==> src/cmg_pkg.sv <==
// Package: register map, field positions and reset values for mask gating
package cmg_pkg;
    // Register index of the single control register
    localparam logic [3:0]  CMG_CTRL_ADDR      = 4'h0;
    // Register index of the read-only status register
    localparam logic [3:0]  CMG_STAT_ADDR      = 4'h1;
    // Control register reset value
    localparam logic [15:0] CMG_CTRL_RST       = 16'h0000;
    // Bits that software may write; bit 14 is unimplemented
    localparam logic [15:0] CMG_CTRL_WMASK     = 16'hBFFF;
    // Field positions
    localparam int          CMG_POL_BIT        = 15;
    localparam int          CMG_OR_C_T_BIT     = 13;
    localparam int          CMG_OR_C_N_BIT     = 12;
    localparam int          CMG_OR_B_T_BIT     = 11;
    localparam int          CMG_OR_B_N_BIT     = 10;
    localparam int          CMG_OR_A_T_BIT     = 9;
    localparam int          CMG_OR_A_N_BIT     = 8;
    localparam int          CMG_AND_N_BIT      = 7;
    localparam int          CMG_AND_T_BIT      = 6;
    localparam int          CMG_AND_C_T_BIT    = 5;
    localparam int          CMG_AND_C_N_BIT    = 4;
    localparam int          CMG_AND_B_T_BIT    = 3;
    localparam int          CMG_AND_B_N_BIT    = 2;
    localparam int          CMG_AND_A_T_BIT    = 1;
    localparam int          CMG_AND_A_N_BIT    = 0;
    // Status fields
    localparam int          CMG_ST_BLANK_BIT   = 0;
    localparam int          CMG_ST_OUT_BIT     = 1;
    localparam int          CMG_ST_AND_BIT     = 2;
    // Zero word
    localparam logic [15:0] CMG_ZERO16         = 16'h0000;
endpackage : cmg_pkg

==> src/cmg_gate.sv <==
// Generic gate: combines enabled true and inverted inputs by AND or OR
module cmg_gate
    import cmg_pkg::*;
#(
    parameter int N      = 3,
    parameter bit IS_AND = 1'b0
) (
    // Inputs and per-input enables
    input  wire logic [N-1:0] sig_in,
    input  wire logic [N-1:0] en_true,
    input  wire logic [N-1:0] en_inv,
    // Gate result
    output wire logic         gate_out
);
    // Disabled terms become neutral for the chosen operator
    wire logic [N-1:0] term_t;
    wire logic [N-1:0] term_n;
    assign term_t = IS_AND ? (sig_in | ~en_true) : (sig_in & en_true);
    assign term_n = IS_AND ? (~sig_in | ~en_inv) : (~sig_in & en_inv);
    // An AND with nothing enabled gives 0, so it cannot blank through the true path
    wire logic any_en;
    assign any_en   = |(en_true | en_inv);
    assign gate_out = IS_AND ? (any_en & (&term_t) & (&term_n))
                             : ((|term_t) | (|term_n));
endmodule : cmg_gate

==> src/cmg_regs.sv <==
// Control register with unimplemented bit held at zero
module cmg_regs
    import cmg_pkg::*;
(
    // Clock and reset
    input  wire logic        core_clk,
    input  wire logic        reset,
    // Write side
    input  wire logic        wr_en,
    input  wire logic [15:0] wr_data,
    // Stored value
    output wire logic [15:0] ctrl
);
    logic [15:0] ctrl_r;   // Control register
    logic [15:0] ctrl_nxt; // Next value
    // Masking on write keeps bit 14 at zero forever
    assign ctrl_nxt = wr_en ? (wr_data & CMG_CTRL_WMASK) : ctrl_r;
    // Register update
    always_ff @(posedge core_clk) begin
        if (reset) begin
            ctrl_r <= CMG_CTRL_RST;
        end else begin
            ctrl_r <= ctrl_nxt;
        end
    end
    assign ctrl = ctrl_r;
endmodule : cmg_regs

==> src/cmg_top.sv <==
// Top: comparator mask gating with register port
//
// The address-and-strobe port and the register offsets were decided locally.
module cmg_top
    import cmg_pkg::*;
(
    // Clock and reset
    input  wire logic        core_clk,
    input  wire logic        reset,
    // Register port
    input  wire logic [3:0]  reg_addr,
    input  wire logic [15:0] reg_wdata,
    input  wire logic        reg_wr,
    input  wire logic        reg_rd,
    output logic      [15:0] reg_rdata,
    // Comparator and mask sources
    input  wire logic        cmp_in,
    input  wire logic        mask_input_a,
    input  wire logic        mask_input_b,
    input  wire logic        mask_input_c,
    // Gated comparator
    output logic             cmp_out,
    output logic             blank_active
);
    // Control register contents
    wire logic [15:0] ctrl;
    wire logic        wr_ctrl;
    assign wr_ctrl = reg_wr && (reg_addr == CMG_CTRL_ADDR);

    // Register storage
    cmg_regs u_regs (
        .core_clk (core_clk),
        .reset    (reset),
        .wr_en    (wr_ctrl),
        .wr_data  (reg_wdata),
        .ctrl     (ctrl)
    );

    // Field extraction, index 2 is C, 1 is B, 0 is A
    wire logic [2:0] mask_in;
    wire logic [2:0] or_t;
    wire logic [2:0] or_n;
    wire logic [2:0] and_t;
    wire logic [2:0] and_n;
    assign mask_in = {mask_input_c, mask_input_b, mask_input_a};
    assign or_t  = {ctrl[CMG_OR_C_T_BIT], ctrl[CMG_OR_B_T_BIT],
                    ctrl[CMG_OR_A_T_BIT]};
    assign or_n  = {ctrl[CMG_OR_C_N_BIT], ctrl[CMG_OR_B_N_BIT],
                    ctrl[CMG_OR_A_N_BIT]};
    assign and_t = {ctrl[CMG_AND_C_T_BIT], ctrl[CMG_AND_B_T_BIT],
                    ctrl[CMG_AND_A_T_BIT]};
    assign and_n = {ctrl[CMG_AND_C_N_BIT], ctrl[CMG_AND_B_N_BIT],
                    ctrl[CMG_AND_A_N_BIT]};

    // AND gate over the enabled mask terms
    wire logic and_gate_result;
    cmg_gate #(.N(3), .IS_AND(1'b1)) u_and (
        .sig_in   (mask_in),
        .en_true  (and_t),
        .en_inv   (and_n),
        .gate_out (and_gate_result)
    );

    // OR gate: mask terms plus AND result as a fourth input
    wire logic blank_nxt;
    cmg_gate #(.N(4), .IS_AND(1'b0)) u_or (
        .sig_in   ({and_gate_result, mask_in}),
        .en_true  ({ctrl[CMG_AND_T_BIT], or_t}),
        .en_inv   ({ctrl[CMG_AND_N_BIT], or_n}),
        .gate_out (blank_nxt)
    );

    // Blanking forces the output to the non-asserted level
    wire logic pol;
    wire logic cmp_nxt;
    assign pol     = ctrl[CMG_POL_BIT];
    // Asserted level is 0 when pol is 1, so blank drives 1, and vice versa
    assign cmp_nxt = blank_nxt ? pol : cmp_in;

    // Status word and read mux
    wire logic [15:0] status;
    wire logic [15:0] rd_mux;
    assign status = {13'h0000, and_gate_result, cmp_out, blank_active};
    assign rd_mux = (reg_addr == CMG_CTRL_ADDR) ? ctrl :
                    (reg_addr == CMG_STAT_ADDR) ? status : CMG_ZERO16;

    // Registered outputs; one cycle latency is the price of glitch-free pins
    always_ff @(posedge core_clk) begin
        if (reset) begin
            cmp_out      <= 1'b0;
            blank_active <= 1'b0;
            reg_rdata    <= CMG_ZERO16;
        end else begin
            cmp_out      <= cmp_nxt;
            blank_active <= blank_nxt;
            reg_rdata    <= reg_rd ? rd_mux : CMG_ZERO16;
        end
    end

    // Assertions. Each guards one behaviour of the gating or the register port.
    // Antecedents, bar the AND input and reset checks, carry !reset: at the edge that releases reset the
    // sampled reset is still high while the current one is already low,
    // and the outputs launched there still hold their reset values.

    // Reference for the checks, written term by term from the field
    // positions so that a fault inside the gate module cannot hide itself
    wire logic ref_and_any; // Some AND input is enabled
    wire logic ref_and;     // Expected AND gate result
    wire logic ref_blank;   // Expected OR gate result
    assign ref_and_any = ctrl[CMG_AND_C_T_BIT] | ctrl[CMG_AND_C_N_BIT]
                       | ctrl[CMG_AND_B_T_BIT] | ctrl[CMG_AND_B_N_BIT]
                       | ctrl[CMG_AND_A_T_BIT] | ctrl[CMG_AND_A_N_BIT];
    // An empty AND reads as 0, so it never blanks through the true path
    assign ref_and = ref_and_any
                   & (~ctrl[CMG_AND_C_T_BIT] | mask_input_c)
                   & (~ctrl[CMG_AND_C_N_BIT] | ~mask_input_c)
                   & (~ctrl[CMG_AND_B_T_BIT] | mask_input_b)
                   & (~ctrl[CMG_AND_B_N_BIT] | ~mask_input_b)
                   & (~ctrl[CMG_AND_A_T_BIT] | mask_input_a)
                   & (~ctrl[CMG_AND_A_N_BIT] | ~mask_input_a);
    // Every enabled OR term, the AND result in either form included
    assign ref_blank = (ctrl[CMG_OR_C_T_BIT] & mask_input_c)
                     | (ctrl[CMG_OR_C_N_BIT] & ~mask_input_c)
                     | (ctrl[CMG_OR_B_T_BIT] & mask_input_b)
                     | (ctrl[CMG_OR_B_N_BIT] & ~mask_input_b)
                     | (ctrl[CMG_OR_A_T_BIT] & mask_input_a)
                     | (ctrl[CMG_OR_A_N_BIT] & ~mask_input_a)
                     | (ctrl[CMG_AND_T_BIT] & ref_and)
                     | (ctrl[CMG_AND_N_BIT] & ~ref_and);

    // Polarity and pass-through
    // Blanked cycle shows the level that the polarity bit calls inactive
    AST_POL_BLANK: assert property (
        @(posedge core_clk) disable iff (reset)
        !reset && blank_nxt |=> cmp_out == $past(pol))
        else $error("blanked output not at inactive level");
    // Unblanked cycle passes the comparator level one cycle late
    AST_PASS: assert property (
        @(posedge core_clk) disable iff (reset)
        !reset && !blank_nxt |=> cmp_out == $past(cmp_in))
        else $error("unblanked output not following comparator");

    // OR gate sources, one per enable bit
    // C true term blanks while C is high
    AST_OR_C_T: assert property (
        @(posedge core_clk) disable iff (reset)
        !reset && ctrl[CMG_OR_C_T_BIT] && mask_input_c |=> blank_active)
        else $error("C true did not blank");
    // C inverted term blanks while C is low
    AST_OR_C_N: assert property (
        @(posedge core_clk) disable iff (reset)
        !reset && ctrl[CMG_OR_C_N_BIT] && !mask_input_c |=> blank_active)
        else $error("C inverted did not blank");
    // B true term blanks while B is high
    AST_OR_B_T: assert property (
        @(posedge core_clk) disable iff (reset)
        !reset && ctrl[CMG_OR_B_T_BIT] && mask_input_b |=> blank_active)
        else $error("B true did not blank");
    // B inverted term blanks while B is low
    AST_OR_B_N: assert property (
        @(posedge core_clk) disable iff (reset)
        !reset && ctrl[CMG_OR_B_N_BIT] && !mask_input_b |=> blank_active)
        else $error("B inverted did not blank");
    // A true term blanks while A is high
    AST_OR_A_T: assert property (
        @(posedge core_clk) disable iff (reset)
        !reset && ctrl[CMG_OR_A_T_BIT] && mask_input_a |=> blank_active)
        else $error("A true did not blank");
    // A inverted term blanks while A is low
    AST_OR_A_N: assert property (
        @(posedge core_clk) disable iff (reset)
        !reset && ctrl[CMG_OR_A_N_BIT] && !mask_input_a |=> blank_active)
        else $error("A inverted did not blank");

    // AND result routed into the OR gate
    // Inverted AND result blanks while the AND is low
    AST_AND_N: assert property (
        @(posedge core_clk) disable iff (reset)
        !reset && ctrl[CMG_AND_N_BIT] && !and_gate_result |=> blank_active)
        else $error("inverted AND result did not blank");
    // True AND result blanks while the AND is high
    AST_AND_T: assert property (
        @(posedge core_clk) disable iff (reset)
        !reset && ctrl[CMG_AND_T_BIT] && and_gate_result |=> blank_active)
        else $error("AND result did not blank");

    // AND gate inputs: an enabled term that is false forces the AND low
    // C true enabled and C low
    AST_AND_C: assert property (
        @(posedge core_clk) disable iff (reset)
        ctrl[CMG_AND_C_T_BIT] && !mask_input_c |-> !and_gate_result)
        else $error("AND high with C true enabled and C low");
    // C inverted enabled and C high
    AST_AND_CN: assert property (
        @(posedge core_clk) disable iff (reset)
        ctrl[CMG_AND_C_N_BIT] && mask_input_c |-> !and_gate_result)
        else $error("AND high with C inverted enabled and C high");
    // B true enabled and B low
    AST_AND_B_T: assert property (
        @(posedge core_clk) disable iff (reset)
        ctrl[CMG_AND_B_T_BIT] && !mask_input_b |-> !and_gate_result)
        else $error("AND high with B true enabled and B low");
    // B inverted enabled and B high
    AST_AND_B_N: assert property (
        @(posedge core_clk) disable iff (reset)
        ctrl[CMG_AND_B_N_BIT] && mask_input_b |-> !and_gate_result)
        else $error("AND high with B inverted enabled and B high");
    // A true enabled and A low
    AST_AND_A_T: assert property (
        @(posedge core_clk) disable iff (reset)
        ctrl[CMG_AND_A_T_BIT] && !mask_input_a |-> !and_gate_result)
        else $error("AND high with A true enabled and A low");
    // A inverted enabled and A high
    AST_AND_A_N: assert property (
        @(posedge core_clk) disable iff (reset)
        ctrl[CMG_AND_A_N_BIT] && mask_input_a |-> !and_gate_result)
        else $error("AND high with A inverted enabled and A high");

    // Whole gate network against the reference, plus the nothing-enabled case
    // AND result equals the AND of its enabled terms
    AST_AND_REF: assert property (
        @(posedge core_clk) disable iff (reset)
        !reset |-> and_gate_result == ref_and)
        else $error("AND result differs from reference");
    // Disabled terms must not blank either, which the single checks miss
    AST_BLANK_REF: assert property (
        @(posedge core_clk) disable iff (reset)
        !reset |=> blank_active == $past(ref_blank))
        else $error("blanking differs from reference");
    // Nothing enabled means nothing blanks
    AST_NO_EN: assert property (
        @(posedge core_clk) disable iff (reset)
        !reset && ctrl == CMG_ZERO16 |=> !blank_active)
        else $error("blanking with nothing enabled");

    // Register port
    // Unimplemented bit never holds a one
    AST_CTRL_B14: assert property (
        @(posedge core_clk) disable iff (reset)
        !reset |-> (ctrl & ~CMG_CTRL_WMASK) == CMG_ZERO16)
        else $error("unimplemented control bit set");
    // Unimplemented bit reads back as zero
    AST_BIT14: assert property (
        @(posedge core_clk) disable iff (reset)
        !reset && reg_rd && reg_addr == CMG_CTRL_ADDR |=>
            (reg_rdata & ~CMG_CTRL_WMASK) == CMG_ZERO16)
        else $error("bit 14 read nonzero");
    // A control write lands in the next cycle, masked
    AST_WR_LAND: assert property (
        @(posedge core_clk) disable iff (reset)
        !reset && wr_ctrl |=> ctrl == ($past(reg_wdata) & CMG_CTRL_WMASK))
        else $error("control write did not land");
    // Without a control write the register keeps its value
    AST_WR_HOLD: assert property (
        @(posedge core_clk) disable iff (reset)
        !reset && !wr_ctrl |=> ctrl == $past(ctrl))
        else $error("control register changed without a write");
    // Control read returns the stored word
    AST_RD_CTRL: assert property (
        @(posedge core_clk) disable iff (reset)
        !reset && reg_rd && reg_addr == CMG_CTRL_ADDR |=>
            reg_rdata == $past(ctrl))
        else $error("control read does not match stored word");
    // Status read returns the live state of the strobe cycle
    AST_RD_STAT: assert property (
        @(posedge core_clk) disable iff (reset)
        !reset && reg_rd && reg_addr == CMG_STAT_ADDR |=> reg_rdata ==
            {13'h0000, $past(and_gate_result), $past(cmp_out),
             $past(blank_active)})
        else $error("status read does not match the live state");
    // Read data stand one cycle only, zero otherwise
    AST_RD_IDLE: assert property (
        @(posedge core_clk) disable iff (reset)
        !reset && !reg_rd |=> reg_rdata == CMG_ZERO16)
        else $error("read data not zero outside a read");

    // Reset
    // Reset clears every registered output at the next edge
    AST_RST: assert property (
        @(posedge core_clk)
        reset |=> !cmp_out && !blank_active && reg_rdata == CMG_ZERO16)
        else $error("outputs not cleared by reset");

    // Cover points for the main scenarios
    // Polarity 1 blanking a low comparator level
    COV_BLANK_HI: cover property (@(posedge core_clk) disable iff (reset)
        blank_active && pol && !cmp_in);
    // Polarity 0 blanking a high comparator level
    COV_BLANK_LO: cover property (@(posedge core_clk) disable iff (reset)
        blank_active && !pol && cmp_in);
    // True AND result routed to the OR gate and high
    COV_AND_HIT: cover property (@(posedge core_clk) disable iff (reset)
        and_gate_result && ctrl[CMG_AND_T_BIT]);
    // Inverted AND result doing the blanking
    COV_AND_INV: cover property (@(posedge core_clk) disable iff (reset)
        !and_gate_result && ctrl[CMG_AND_N_BIT] && blank_nxt);
    // Write followed at once by a read
    COV_RD: cover property (@(posedge core_clk) disable iff (reset)
        reg_wr ##1 reg_rd);
endmodule : cmg_top

==> config.mk <==
export PLATFORM = sky130hd
export DESIGN_NAME = cmg_top
export DESIGN_NICKNAME = d
export VERILOG_FILES = /design/src/cmg_pkg.sv /design/src/cmg_gate.sv /design/src/cmg_regs.sv /design/src/cmg_top.sv
export SDC_FILE = /design/constraint.sdc
export NUM_CORES = 1
export LEC_CHECK = 0
export BUFFER_PORTS_ARGS = -buffer_cell sky130_fd_sc_hd__buf_2
export CORE_ASPECT_RATIO = 0.7
export CORE_MARGIN = 4
export CORE_UTILIZATION = 50
export DETAILED_ROUTE_END_ITERATION = 8
export PLACE_DENSITY = 0.93
export SYNTH_ARGS = -nofsm -noshare
export SYNTH_HDL_FRONTEND = slang
export SYNTH_SLANG_ARGS = --single-unit
==> constraint.sdc <==
create_clock -name core_clk -period 4 [get_ports core_clk]
set_input_delay 0.4 -clock core_clk [delete_from_list [all_inputs] [get_ports core_clk]]
set_output_delay 0.4 -clock core_clk [all_outputs]
set_load 0.03 [all_outputs]
==> metrics.cfg <==
[status]
status=finished clean

[timing]
worst_pin_slew_ns=0.980
final.setup.worst_slack_ns=2.24
unrepaired_setup_endpoints_after_global_routing=false
post_route_skew_ns=0.00579
finalHoldViolCount=0
maxClockFrequency_mhz=568
timing.slew.headroom=0.344
report.final.setup_viol=0
min_period_over_period=0.440
period_needed_ns=1.76
tns_ns=0
final_max_slew_viol_count=0

[drt]
detailed_route_wl_um=2350
drt-vias-per-instance=4.79
drt-pass1-iter-count=4
detail_route.drc_violations=0
routed-via-count=896
wire_per_inst_um=12.5
antenna_violating_nets_post_route=0
dr.first_iter.drc_count=19

[cts]
cts_max_path_buffers=2
cts.sinks=32
clock_pin_slew_on_the_worst_setup_and_hold_paths_ns=0.09
cts_hold_repair.buffers=0
clock-root-buffer=sky130_fd_sc_hd__clkbuf_4
tritoncts=built
clock_latency_ns=0.32
cts.repair.resized=0
post_cts_buffers=0
cts_max_level=2
numCtsBuffers=5

[placement]
port_buffers=43
placed_area_mm2=0.00140
placed_cells=179
routabilityCongestion=0.738
post_place_setup_slack_ns=1.88
dp.final_hpwl_um=1770

[synth]
ys_seq_area_frac=0.544
post_synthesis_instance_area_mm2=0.00118
number_of_synthesized_flops_with_an_enable_pin=0
yosys.cell_count.top_type=sky130_fd_sc_hd__dfxtp_1
synth_area_leaders=sky130_fd_sc_hd__dfxtp_1, sky130_fd_sc_hd__mux2i_1, sky130_fd_sc_hd__nor2_1, sky130_fd_sc_hd__and2_1, sky130_fd_sc_hd__nor3_4
post-synth-top-area-fraction=0.544
postSynthCellCount=111
mean_post_synth_cell_area_um2=10.6
synth_top_cell_by_area=sky130_fd_sc_hd__dfxtp_1
asyncSetResetFlopFracSynth=0
syn_nets=139
synth_warnings=0
synth.cells.most_frequent=sky130_fd_sc_hd__dfxtp_1, sky130_fd_sc_hd__mux2i_1, sky130_fd_sc_hd__nor2_1
ys_ff_latch=32
synth_ff_type=sky130_fd_sc_hd__dfxtp_1
synthDistinctLibCells=20

[worst_setup_path]
crit_type=primary input to flop
crit_path_max_fanout=15
cp-start-kind=primary input
worst_path_largest_cell_delay_ns=0.72
launching_point_of_the_worst_reg2reg_path=u_regs.ctrl[2]
critical-path-slowest-cell=sky130_fd_sc_hd__nand3b_1
critical_path_required_ns=4.21
timing.critical_path.cells=buf_2, nor3_1, nand3b_1, mux2i_1, nor2_1
regToRegEndpoint=cmp_out
worst_ep_arrival_time_ns=1.97
timing.critical_path.to_type=flop
worstRegToRegCells=5
regToRegSetupSlack_ns=2.49

[power_and_ir_drop]
internal_power_mw=0.426
power.ir.vdd_worst_v=0.000243
power.switching_fraction=0.218
power.combinational.fraction=0.067
clock_group_share_of_total_power=0.339
seqPwrFrac=0.593
p_per_area_mw_per_mm2=374
netSwitchingPower_mw=0.119
total_leakage_power_nw=0.788

[final_layout]
n_fill_cell=199
antenna_cells_inserted=0
layout-drive-gt1-share=0.335
syn2layout_area_growth_pct=23.7
fin_cells=187
layout.cell_area.non_filler_mm2=0.00146
area.sequential_um2=641
multiInputGateArea_um2=498
finish.net_count=182

[floorplan]
rows=14
core-area_mm2=0.00219
starting_density=0.538
die_area_mm2=0.00321
num_io_pins=46
die_h_um=48.6
die_w_um=66

[min_path]
holdPathEnd=u_regs.ctrl[9]
min-delay-start=reg_wdata[9]
worstHoldPathCells=3
timing.hold.worst.class=primary input to flop

[grt]
grt_start_max_net_pins=20
groute.usage.overall=0.153
first_global_vias=835
grt_first_pass_wirelength_um=3620
gr_ovfl_total=0
grt_antenna_before_repair=0

[job]
max-cap-violations=0

## worst max-delay path by stage
stage                start              end  slack [ns]  cells past startpoint
4_1_cts        reg_addr[1]   u_regs.ctrl[2]        2.19                      5
3_5_place_dp   reg_addr[1]   u_regs.ctrl[2]        1.88                      5
5_1_grt        reg_addr[1]   u_regs.ctrl[2]        2.10                      5
2_1_floorplan  reg_addr[0]  u_regs.ctrl[10]        2.50                      6
3_3_place_gp   reg_addr[1]  u_regs.ctrl[10]        2.04                      5
6_report       reg_addr[1]   u_regs.ctrl[2]        2.24                      5
## registers in the layout (all words and copies together), names as in the netlist
| register | flops |
|---|---|
| u_regs.ctrl | 15 |
| cmp_out | 1 |
| blank_active | 1 |
| reg_rdata | 15 |
## layout make-up
type | instances | area share
inverters | 1 | 0.00258
clock buffers | 8 | 0.0404
repair buffers | 43 | 0.148
well taps | 32 | 0.0275
multi-input cells | 71 | 0.342
flip-flops and latches | 32 | 0.440
## metal layers
layer / up-vias / global-route usage / share of wire
met5: - / 0 / 0
met4: 0 / 0.0811 / 0.020
met3: 7 / 0.0625 / 0.094
met1: 400 / 0.178 / 0.43
li1: 453 / - / -
met2: 36 / 0.240 / 0.46
## power by group through the flow
stage	combinational [mW]	sequential, mW	clock (mW)
final	0.0367	0.323	0.185
after global routing	0.0400	0.324	0.207
after CTS	0.0370	0.323	0.190
after detailed placement	0.0368	0.331	0
after global placement	0.0360	0.331	0
after floorplan	0.0191	0.333	0
## stage by stage
| step | power (mW) | util | hold WS [ns] |
|---|---|---|---|
| after detailed placement | 0.368 | 0.638 | 0.473 |
| after floorplan | 0.352 | - | 0.439 |
| final | 0.545 | 0.665 | 0.304 |
| after global routing | 0.571 | 0.665 | 0.302 |
| after CTS | 0.551 | 0.665 | 0.298 |
| after global placement | 0.367 | 0.638 | 0.467 |
## critical path, delay by kind of cell
| family | cells | cell delay, ns |
|---|---|---|
| and+or+nand+nor | 3 | 1.06 |
| muxes | 1 | 0.42 |
| buffers and inverters | 1 | 0.09 |
## kinds of logic (layout without fill, tap and decap cells)
| family | count (synthesis) | after routing | synth area share |
|---|---|---|---|
| other cells | 1 | 1 | 0.00319 |
| compound gates | 3 | 3 | 0.0170 |
| flops | 32 | 32 | 0.544 |
| mux | 25 | 25 | 0.213 |
| buf+inv | 8 | 52 | 0.0329 |
| simple gates | 42 | 42 | 0.190 |
## placed cells by master, fill, tap and decap left out
cell | netlist | layout
sky130_fd_sc_hd__nor3_1 | 2 | 2
sky130_fd_sc_hd__nand2b_1 | 2 | 2
sky130_fd_sc_hd__conb_1 | 1 | 1
sky130_fd_sc_hd__clkbuf_4 | 0 | 5
sky130_fd_sc_hd__o21ai_1 | 1 | 1
sky130_fd_sc_hd__buf_2 | 1 | 43
sky130_fd_sc_hd__nand2_1 | 1 | 1
sky130_fd_sc_hd__nor2_1 | 20 | 20
sky130_fd_sc_hd__and3_1 | 1 | 1
sky130_fd_sc_hd__dfxtp_1 | 32 | 32
sky130_fd_sc_hd__inv_1 | 1 | 1
sky130_fd_sc_hd__and2_1 | 11 | 11
sky130_fd_sc_hd__or4_4 | 1 | 1
sky130_fd_sc_hd__clkbuf_1 | 4 | 2
sky130_fd_sc_hd__o31a_2 | 1 | 1
sky130_fd_sc_hd__clkbuf_8 | 0 | 1
sky130_fd_sc_hd__a21oi_1 | 1 | 1
sky130_fd_sc_hd__mux2i_1 | 25 | 25
sky130_fd_sc_hd__nand3_1 | 1 | 1
sky130_fd_sc_hd__nor3_4 | 1 | 1
sky130_fd_sc_hd__nand3b_1 | 2 | 2
Power figures use the tool's default switching activity.
